`src/shared/mtsp_defines.vh`:
```
// Behaviour
// Media pipeline runs only while selected; never concurrently with the 3D pipeline.
// Pipeline switches only by the pipeline choice command, within the same context.
// Front end takes work, writes payload to return buffer, hands thread to spawner.
// Only the spawner issues spawn requests: root threads and child threads.
// Front end writes return buffer only; spawner has no buffer port.
// With constants enabled, front end forwards the constant buffer handle to spawner.
// Spawner answers shared-function messages with its own function id only.
// Each root thread gets at most one return-buffer handle.
// The payload handle is reused as the root thread's return handle.
// Root constants are loaded after header register zero, before payload.
// Child constants are inserted after the parent header; handles split in two.
// Threads end by sending a termination message to the spawner.
// Indirect work data is fetched through the vertex cache port.
// Generic mode and root, child, synchronized and persistent threads are supported; the code implements root and child threads only.
// Decode-specific modes are absent; such commands are refused.
// Each work item builds control with descriptor pointer and payload.
// All transfers use valid/ready handshakes; nothing is lost under backpressure.
`ifndef MTSP_DEFINES_VH
`define MTSP_DEFINES_VH
`define MTSP_ADDR_CTRL 8'h00
`define MTSP_ADDR_STAT 8'h04
`define MTSP_ADDR_CBUF 8'h08
`define MTSP_ADDR_ROOTS 8'h0c
`define MTSP_ADDR_ENDS 8'h10
`define MTSP_CTRL_CONST 0
`define MTSP_CTRL_MODE_LO 1
`define MTSP_CTRL_MODE_HI 2
`define MTSP_OP_SELECT 4'h1
`define MTSP_OP_WORK 4'h2
`define MTSP_OP_MODE 4'h3
`define MTSP_MODE_GENERIC 2'h0
`define MTSP_SEL_3D 1'b0
`define MTSP_SEL_MEDIA 1'b1
`define MTSP_MSG_SPAWN 2'h1
`define MTSP_MSG_END 2'h2
`define MTSP_SF_ID 4'h7
`define MTSP_RESP_OKAY 2'h0
`define MTSP_RESP_SLVERR 2'h2
`endif

```
`src/rtl/mtsp_hold.v`:
```
module mtsp_hold #(
  parameter W = 32
) (
  // Clock and reset
  input wire ref_clk,
  input wire rst_b,
  // Write side
  input wire wr_en,
  input wire [W-1:0] wr_data,
  // Read side
  output reg [W-1:0] rd_data
);
  // Single-word store; read data registered
  reg [W-1:0] mem_r;
  always @(posedge ref_clk or negedge rst_b) begin
    if (!rst_b) begin
      mem_r <= {W{1'b0}};
      rd_data <= {W{1'b0}};
    end else begin
      if (wr_en) begin
        mem_r <= wr_data;
      end
      rd_data <= mem_r;
    end
  end
endmodule

```
`src/rtl/mtsp_top.v`:
```
// The register offsets and the AXI4-Lite register port were chosen for this implementation.
`include "mtsp_defines.vh"
module mtsp_top #(
  parameter HW = 16,
  parameter DW = 32
) (
  // Clock and reset
  input wire ref_clk,
  input wire rst_b,
  // AXI4-Lite slave
  input wire [7:0] s_awaddr,
  input wire s_awvalid,
  output reg s_awready,
  input wire [31:0] s_wdata,
  input wire [3:0] s_wstrb,
  input wire s_wvalid,
  output reg s_wready,
  output reg [1:0] s_bresp,
  output reg s_bvalid,
  input wire s_bready,
  input wire [7:0] s_araddr,
  input wire s_arvalid,
  output reg s_arready,
  output reg [31:0] s_rdata,
  output reg [1:0] s_rresp,
  output reg s_rvalid,
  input wire s_rready,
  // Command streamer
  input wire cmd_valid,
  output reg cmd_ready,
  input wire [3:0] cmd_op,
  input wire [DW-1:0] cmd_data,
  input wire [HW-1:0] cmd_desc,
  // Return buffer write port
  output reg urb_wvalid,
  input wire urb_wready,
  output reg [HW-1:0] urb_whandle,
  output reg [DW-1:0] urb_wdata,
  // Indirect fetch through vertex cache
  output reg vc_req_valid,
  input wire vc_req_ready,
  output reg [DW-1:0] vc_req_addr,
  // Messages from threads
  input wire msg_valid,
  output reg msg_ready,
  input wire [3:0] msg_sfid,
  input wire [1:0] msg_kind,
  input wire [HW-1:0] msg_handle,
  input wire [HW-1:0] msg_desc,
  // Spawn requests to dispatcher
  output reg spn_valid,
  input wire spn_ready,
  output reg spn_child,
  output reg [HW-1:0] spn_desc,
  output reg [HW-1:0] spn_handle,
  output reg [HW-1:0] spn_const,
  output reg spn_const_en,
  output reg [1:0] spn_order,
  // Pipeline status
  output reg media_active,
  output reg pipe3d_active
);
  localparam S_IDLE = 2'd0;
  localparam S_URB = 2'd1;
  localparam S_FETCH = 2'd2;
  localparam S_HAND = 2'd3;

  reg [2:0] ctrl_r;
  reg [HW-1:0] cbuf_r;
  reg [15:0] roots_r;
  reg [15:0] ends_r;
  reg [15:0] refused_r;
  reg [1:0] st_r;
  reg [HW-1:0] next_handle_r;
  reg [HW-1:0] desc_r;
  reg [HW-1:0] handle_r;
  reg hand_v_r;
  reg [HW-1:0] hand_desc_r;
  reg [HW-1:0] hand_handle_r;
  reg aw_hold_r;
  reg w_hold_r;
  reg [7:0] aw_addr_r;
  reg [31:0] w_data_r;
  reg w_strb0_r;
  wire [DW-1:0] last_payload;

  // Last payload word kept for software inspection
  mtsp_hold #(.W(DW)) u_hold (
    .ref_clk(ref_clk),
    .rst_b(rst_b),
    .wr_en(urb_wvalid & urb_wready),
    .wr_data(urb_wdata),
    .rd_data(last_payload)
  );

  function is_mapped;
    input [7:0] a;
    begin
      if (a == `MTSP_ADDR_CTRL) begin
        is_mapped = 1'b1;
      end else if (a == `MTSP_ADDR_STAT || a == `MTSP_ADDR_CBUF) begin
        is_mapped = 1'b1;
      end else if (a == `MTSP_ADDR_ROOTS || a == `MTSP_ADDR_ENDS) begin
        is_mapped = 1'b1;
      end else begin
        is_mapped = 1'b0;
      end
    end
  endfunction

  // AXI4-Lite write: address and data taken in either order
  wire aw_have = aw_hold_r | (s_awvalid & s_awready);
  wire w_have = w_hold_r | (s_wvalid & s_wready);
  wire [7:0] aw_cur = aw_hold_r ? aw_addr_r : s_awaddr;
  wire [31:0] w_cur = w_hold_r ? w_data_r : s_wdata;
  // Strobe travels with its data, which may be taken before the address
  wire w_strb0_cur = w_hold_r ? w_strb0_r : s_wstrb[0];
  wire wr_fire = aw_have & w_have & ~s_bvalid;
  always @(posedge ref_clk or negedge rst_b) begin
    if (!rst_b) begin
      s_awready <= 1'b1;
      s_wready <= 1'b1;
      s_bvalid <= 1'b0;
      s_bresp <= `MTSP_RESP_OKAY;
      aw_hold_r <= 1'b0;
      w_hold_r <= 1'b0;
      aw_addr_r <= 8'h00;
      w_data_r <= 32'h00000000;
      w_strb0_r <= 1'b0;
      ctrl_r <= 3'h0;
      cbuf_r <= {HW{1'b0}};
    end else begin
      if (s_awvalid & s_awready) begin
        aw_addr_r <= s_awaddr;
      end
      if (s_wvalid & s_wready) begin
        w_data_r <= s_wdata;
        w_strb0_r <= s_wstrb[0];
      end
      if (wr_fire) begin
        aw_hold_r <= 1'b0;
        w_hold_r <= 1'b0;
        s_awready <= 1'b0;
        s_wready <= 1'b0;
        s_bvalid <= 1'b1;
        s_bresp <= is_mapped(aw_cur) ? `MTSP_RESP_OKAY : `MTSP_RESP_SLVERR;
        if (aw_cur == `MTSP_ADDR_CTRL && w_strb0_cur) begin
          ctrl_r <= w_cur[2:0];
        end else if (aw_cur == `MTSP_ADDR_CBUF) begin
          cbuf_r <= w_cur[HW-1:0];
        end
      end else begin
        if (s_awvalid & s_awready) begin
          aw_hold_r <= 1'b1;
          s_awready <= 1'b0;
        end
        if (s_wvalid & s_wready) begin
          w_hold_r <= 1'b1;
          s_wready <= 1'b0;
        end
      end
      if (s_bvalid & s_bready) begin
        s_bvalid <= 1'b0;
        s_awready <= 1'b1;
        s_wready <= 1'b1;
      end
    end
  end

  // AXI4-Lite read
  always @(posedge ref_clk or negedge rst_b) begin
    if (!rst_b) begin
      s_arready <= 1'b1;
      s_rvalid <= 1'b0;
      s_rdata <= 32'h00000000;
      s_rresp <= `MTSP_RESP_OKAY;
    end else begin
      if (s_arvalid & s_arready) begin
        s_arready <= 1'b0;
        s_rvalid <= 1'b1;
        s_rresp <= is_mapped(s_araddr) ? `MTSP_RESP_OKAY : `MTSP_RESP_SLVERR;
        if (s_araddr == `MTSP_ADDR_CTRL) begin
          s_rdata <= {29'h0, ctrl_r};
        end else if (s_araddr == `MTSP_ADDR_STAT) begin
          s_rdata <= {refused_r, 13'h0, media_active, st_r};
        end else if (s_araddr == `MTSP_ADDR_CBUF) begin
          s_rdata <= {{(32-HW){1'b0}}, cbuf_r};
        end else if (s_araddr == `MTSP_ADDR_ROOTS) begin
          s_rdata <= {16'h0, roots_r};
        end else if (s_araddr == `MTSP_ADDR_ENDS) begin
          s_rdata <= {ends_r, 16'h0} | {16'h0, last_payload[15:0]};
        end else begin
          s_rdata <= 32'h00000000;
        end
      end else if (s_rvalid & s_rready) begin
        s_rvalid <= 1'b0;
        s_arready <= 1'b1;
      end
    end
  end

  // Front end: command intake, payload write, fetch, handoff
  wire const_on = ctrl_r[`MTSP_CTRL_CONST];
  wire mode_ok = (ctrl_r[2:1] == `MTSP_MODE_GENERIC);
  wire cmd_take = cmd_valid & cmd_ready;
  wire busy = (st_r != S_IDLE) | hand_v_r | spn_valid;
  always @(posedge ref_clk or negedge rst_b) begin
    if (!rst_b) begin
      st_r <= S_IDLE;
      cmd_ready <= 1'b0;
      media_active <= 1'b0;
      pipe3d_active <= 1'b1;
      urb_wvalid <= 1'b0;
      urb_whandle <= {HW{1'b0}};
      urb_wdata <= {DW{1'b0}};
      vc_req_valid <= 1'b0;
      vc_req_addr <= {DW{1'b0}};
      next_handle_r <= {HW{1'b0}};
      desc_r <= {HW{1'b0}};
      handle_r <= {HW{1'b0}};
      hand_v_r <= 1'b0;
      hand_desc_r <= {HW{1'b0}};
      hand_handle_r <= {HW{1'b0}};
      roots_r <= 16'h0000;
      refused_r <= 16'h0000;
    end else begin
      // No new payload while a root waits, so its handle is the last one written
      cmd_ready <= (st_r == S_IDLE) & ~hand_v_r & ~cmd_take;
      case (st_r)
        S_IDLE: begin
          if (cmd_take) begin
            if (cmd_op == `MTSP_OP_SELECT) begin
              // Switch only once idle, in-context; one pipeline at a time
              if (!busy) begin
                media_active <= cmd_data[0] == `MTSP_SEL_MEDIA;
                pipe3d_active <= cmd_data[0] == `MTSP_SEL_3D;
              end else begin
                refused_r <= refused_r + 16'h0001;
              end
            end else if (cmd_op == `MTSP_OP_WORK && media_active && mode_ok) begin
              // Payload handle doubles as the single return handle
              desc_r <= cmd_desc;
              handle_r <= next_handle_r;
              next_handle_r <= next_handle_r + {{(HW-1){1'b0}}, 1'b1};
              urb_whandle <= next_handle_r;
              urb_wdata <= cmd_data;
              urb_wvalid <= 1'b1;
              st_r <= S_URB;
            end else begin
              // Decode-specific modes and work while 3D is active are dropped
              refused_r <= refused_r + 16'h0001;
            end
          end
        end
        S_URB: begin
          if (urb_wready) begin
            urb_wvalid <= 1'b0;
            vc_req_valid <= 1'b1;
            vc_req_addr <= urb_wdata;
            st_r <= S_FETCH;
          end
        end
        S_FETCH: begin
          if (vc_req_ready) begin
            vc_req_valid <= 1'b0;
            st_r <= S_HAND;
          end
        end
        default: begin
          if (!hand_v_r) begin
            hand_v_r <= 1'b1;
            hand_desc_r <= desc_r;
            hand_handle_r <= handle_r;
            roots_r <= roots_r + 16'h0001;
            st_r <= S_IDLE;
          end
        end
      endcase
      if (hand_v_r && !spn_valid) begin
        hand_v_r <= 1'b0;
      end
    end
  end

  // Spawner: sole source of spawn requests; root handoff has priority
  wire msg_mine = msg_sfid == `MTSP_SF_ID;
  wire child_take = msg_valid & msg_ready & msg_mine & (msg_kind == `MTSP_MSG_SPAWN);
  always @(posedge ref_clk or negedge rst_b) begin
    if (!rst_b) begin
      msg_ready <= 1'b0;
      spn_valid <= 1'b0;
      spn_child <= 1'b0;
      spn_desc <= {HW{1'b0}};
      spn_handle <= {HW{1'b0}};
      spn_const <= {HW{1'b0}};
      spn_const_en <= 1'b0;
      spn_order <= 2'h0;
      ends_r <= 16'h0000;
    end else begin
      // Messages with a foreign function id are ignored, never snooped
      // Also closed one cycle ahead of a root handoff, so a taken child is never lost
      msg_ready <= ~spn_valid & ~hand_v_r & (st_r != S_HAND) & ~(msg_valid & msg_ready);
      if (msg_valid && msg_ready && msg_mine && msg_kind == `MTSP_MSG_END) begin
        ends_r <= ends_r + 16'h0001;
      end
      if (spn_valid) begin
        if (spn_ready) begin
          spn_valid <= 1'b0;
        end
      end else if (hand_v_r) begin
        spn_valid <= 1'b1;
        spn_child <= 1'b0;
        spn_desc <= hand_desc_r;
        spn_handle <= hand_handle_r;
        spn_const <= cbuf_r;
        spn_const_en <= const_on;
        spn_order <= const_on ? 2'h1 : 2'h0;
      end else if (child_take) begin
        spn_valid <= 1'b1;
        spn_child <= 1'b1;
        spn_desc <= msg_desc;
        spn_handle <= msg_handle;
        spn_const <= cbuf_r;
        spn_const_en <= const_on;
        spn_order <= const_on ? 2'h2 : 2'h0;
      end
    end
  end
endmodule

```
`config.mk`:
```
export PLATFORM = sky130hd
export DESIGN_NAME = mtsp_top
export DESIGN_NICKNAME = d
export VERILOG_FILES = /design/src/rtl/mtsp_hold.v /design/src/rtl/mtsp_top.v
export VERILOG_INCLUDE_DIRS = /design/src /design/src/shared
export SDC_FILE = /design/constraint.sdc
export NUM_CORES = 1
export LEC_CHECK = 0
export ABC_AREA = 1
export BUFFER_PORTS_ARGS = -buffer_cell sky130_fd_sc_hd__buf_2
export CORE_MARGIN = 3
export CORE_UTILIZATION = 60
export CTS_BUF_LIST = sky130_fd_sc_hd__clkbuf_8
export DETAILED_ROUTE_END_ITERATION = 10
export PLACE_DENSITY = 0.83
export SLEW_MARGIN = 5
export SYNTH_ARGS = -nofsm -noshare
export SYNTH_HDL_FRONTEND = slang
export SYNTH_HIERARCHICAL = 1
export SYNTH_SLANG_ARGS = --single-unit
```
`constraint.sdc`:
```
create_clock -name ref_clk -period 3.66 [get_ports ref_clk]
set_input_delay 0.549 -clock ref_clk [delete_from_list [all_inputs] [get_ports ref_clk]]
set_output_delay 0.549 -clock ref_clk [all_outputs]
set_load 0.01 [all_outputs]
```
# After elaboration in Yosys (flattened, before gate mapping)
# Index checks and enable logic that the tools add are counted.
[word_totals]
register_bits = 373
input_bits = 154
out_inout_bits = 180
wordCells = 213
[op_classes]
add_sub_neg = 4
eq_ne = 25
mux = 72
n_bitwise = 32
reduce_logical = 38
[ops]
columns = ["cell", "n"]
rows = [
  ["two-way mux 16 bit", 10],
  ["two-way mux 32 bit", 5],
  ["adder 16 x 1 -> 16 bit, second input constant", 4],
  ["two-way mux 1 bit", 42],
  ["== test 8 x 4 -> 1 bit, second input constant", 4],
  ["bitwise OR 32 x 16 -> 32 bit", 1],
  ["two-way mux 2 bit", 11],
  ["AND 1 bit", 17],
  ["== test 8 x 3 -> 1 bit, second input constant", 2],
  ["== test 8 x 5 -> 1 bit, second input constant", 2],
  ["logical NOT 8 bit", 2],
  ["nonzero test 2 bit", 8],
  ["!= test 2 bit, second input constant", 7],
  ["AND reduction 4 bit", 3],
  ["inverter 1 bit", 10],
  ["two-way mux 8 bit", 1],
  ["AND reduction 2 bit", 4],
  ["logical AND 1 bit", 7],
  ["case mux 2 bit (3 select lines)", 1],
  ["AND reduction 3 bit", 2],
  ["AND reduction 6 bit", 1],
  ["nonzero test 3 bit", 2],
  ["AND reduction 5 bit", 1],
  ["== test 2 x 1 -> 1 bit, second input constant", 2],
  ["12 further kinds", 22],
]

# Logic depth before layout (Yosys ltp)
[logic_depth]
depth_word = 8
depth_mapped = 11
ltp_nobuf = 10

# Modules after synthesis
# The synthesis kept the hierarchy.
[by_module_without_submodules]
columns = ["module", "instances", "cells_each", "area_per_inst_um2"]
rows = [
  ["mtsp_top", 1, 1895, 15388.5],
  ["mtsp_hold", 1, 168, 2093.3],
]

# Worst setup path after synthesis
# OpenSTA, ideal clock, no wires.
[synth_path]
path_kind = "flip-flop to flip-flop"
startpoint = "register st_r[0]"
endpoint = "register urb_wdata[4]"
setup_time_ps = 126
arrival_ps = 1535
path_slack_ps = 2000
path_stages_with_launch = 10
path_buffers = 2
path_cell_list = "dfrtp_1 inv_1 ha_1 inv_2 nor2_2 inv_2 nor2_2 buf_2 buf_2 o21ai_0"
[synth_between]
elab_chain_len = 2
[synth_rtl]
columns = ["item", "line", "text"]
rows = [
  ["start, declared", "mtsp_top.v:73", "reg [1:0] st_r;"],
  ["start signal, assigned", "mtsp_top.v:209", "st_r <= S_IDLE;"],
  ["start signal, assigned", "mtsp_top.v:248", "st_r <= S_URB;"],
  ["start signal, assigned", "mtsp_top.v:260", "st_r <= S_FETCH;"],
  ["logical NOT 2 bit", "mtsp_top.v:229", "case (st_r)"],
  ["AND reduction 4 bit (no source line)", "--", ""],
  ["end signal, assigned", "mtsp_top.v:215", "urb_wdata <= {DW{1'b0}};"],
  ["end signal, assigned", "mtsp_top.v:246", "urb_wdata <= cmd_data;"],
  ["end, declared", "mtsp_top.v:38", "output reg [DW-1:0] urb_wdata,"],
]
# Every way passes these cells.
# A chain may end at the register's enable or synchronous reset.

# Worst setup path after layout
[layout_path]
startpoint = "register s_wready"
endpoint = "register cbuf_r[3]"
[layout_between]
elab_chain_len = 5
[layout_rtl]
columns = ["item", "line", "text"]
rows = [
  ["start, declared", "mtsp_top.v:17", "output reg s_wready,"],
  ["start signal, assigned", "mtsp_top.v:122", "s_wready <= 1'b1;"],
  ["start signal, assigned", "mtsp_top.v:144", "s_wready <= 1'b0;"],
  ["start signal, assigned", "mtsp_top.v:159", "s_wready <= 1'b0;"],
  ["AND 1 bit", "mtsp_top.v:113", "wire w_have = w_hold_r | (s_wvalid & s_wready);"],
  ["bitwise OR 1 bit", "mtsp_top.v:113", ""],
  ["AND 1 bit (2 in series)", "mtsp_top.v:118", "wire wr_fire = aw_have & w_have & ~s_bvalid;"],
  ["AND reduction 3 bit (no source line)", "--", ""],
  ["end signal, assigned", "mtsp_top.v:131", "cbuf_r <= {HW{1'b0}};"],
  ["end signal, assigned", "mtsp_top.v:150", "cbuf_r <= w_cur[HW-1:0];"],
  ["end, declared", "mtsp_top.v:69", "reg [HW-1:0] cbuf_r;"],
]
# Every way passes these cells.

==> metrics.txt <==
vias in the first global route 13,600; Setup CP Type reg2reg; post-CTS sizing 0; fmax 382 MHz; I/O Pins 334; PortBufs 312; Avg Cell Area, Syn 8.32 sq um; hold path depth 2; commonest non-fill, non-tap cell in the layout nand2_1; first-pass GRT wire length 67,800 microns; grt ovf 0; Die Y 172 microns; H-tree Lvls 2; VDD IR-drop max 0.000412 V; Final Power 13.6 mW; Final HPWL DP 30,300 microns; Rows 60; unrepaired setup endpoints after global routing false; maxcap violations 0; pin count of the biggest net entering global routing 92; Initial Utilization 61.1%; die width 172 microns; initial DRC count 1,113; clock sink total 371; yosys warns 6; drt first pass iters 6; final instance area 19,500 sq um; commonest non-fill, non-tap cells in the layout nand2_1 (725), dfrtp_1 (367), buf_2 (311); clock-pin slew on the worst setup and hold paths 0.07 ns; Final nets 2,450; min cycle time layout 2.61 ns; number of antenna violations at the first check in global routing 8; area of the core 27,000 sq um; final WL 42,600 microns; worst relative slew slack 29.7%; CP Max Fanout 35; vias 14,200; Leakage 10.6 nW; Worst-Margin Slew 1.05 ns; placed cell area 18,300 sq um; R2R cell count 9; status completed; TritonCTS clock tree done; Worst Skew 0.0315 ns; routability cong. 0.907; WL/cell 15.9 microns; ratio of cells with drive above 1 in the final layout 20.4%; Clock Latency Late Sink 0.60 ns; Die Area 29,500 sq um; WP data required 4.10 ns; Setup crit start kind register; DR vias/cell 5.32; Tot GR Track Use 28.5%; crit path DAT 3.06 ns; DRC viols 0; Cells after Synth 1,981; fin crit share 71.4%; mapped cell area 16,500 sq um; Max Buffers Root-to-Sink 3; Largest regs s_rdata (32), urb_wdata (32), vc_req_addr (32); Routed Antenna Nets 0; min-delay worst type in2reg; PD cells 698 nW/um^2; Crit. End Element register; Final Setup Violations 0; max-slew violation count 0; Area Overhead vs Synth 18.3%; r2r setup slk 1.05 ns; Final Hold Fails 0; Layout Utilization 72.3%; filler instances 2,044; CTS buffer count 58; Root Buffer clkbuf_8; Total Negative Setup Slacks 0 ns
-- area by class of cell --
class,count,area [sq um],area share (%)
Tap cell,341,427,2.19
Clock inverter,30,188,0.963
Inverter,201,762,3.91
Antenna cell,3,7.51,0.0385
Multi-Input combinational cell,1323,5990,30.8
Sequential cell,371,9290,47.7
Clock buffer,75,1030,5.30
Timing Repair Buffer,333,1790,9.20
-- critical path: stages (launching register included) --
cell     delay, ns
dfstp_2       0.55
nand2_2       0.32
inv_2         0.14
nor2_1        0.08
nor2_4        0.17
inv_2         0.09
nor2_4        0.14
nand2_1       0.61
nand2_1       0.28
o21ai_2       0.07
-- power breakdown --
part,switching [mW],internal [mW],total [mW]
clock,1.61,1.98,3.59
combinational,2.56,1.35,3.91
sequential,0.782,5.32,6.11
-- per-stage QoR --
step           hold slack, ns  instances  worst slack (ns)
3_5_place_dp            0.364       2568             0.986
3_3_place_gp            0.363       2568              1.09
5_1_grt                 0.131       2676             0.787
6_report                0.147       2677              1.05
4_1_cts                 0.124       2674              1.05
2_1_floorplan           0.253       1982              2.00
-- repair_timing --
item | CTS | global route
hold buffers | 1 | 0
endpoints found under the hold margin | 58 | 0
setup buffers | 0 | 0
-- metal layers --
metal,vias up,routed length (microns),global-route usage [%]
li1,6863,-,-
met1,6698,18100,39.6
met2,559,19500,44.2
met3,105,3500,6.94
met4,12,1340,10.3
met5,-,71,0
-- path summary, 6_finish.rpt --
path | from | endpoint
min | s_awvalid | s_awready$_DFFE_PN1P_
min reg2reg | u_hold/mem_r[0]$_DFFE_PN0P_ | u_hold/rd_data[0]$_DFF_PN0_
max in group asynchronous | rst_b | urb_wdata[9]$_DFFE_PN0P_
max reg2reg | s_wready$_DFFE_PN1P_ | cbuf_r[3]$_DFFE_PN0P_
min in group asynchronous | rst_b | w_data_r[8]$_DFFE_PN0P_
max | s_wready$_DFFE_PN1P_ | cbuf_r[3]$_DFFE_PN0P_
No activity file was read; power rests on OpenSTA's default activity.
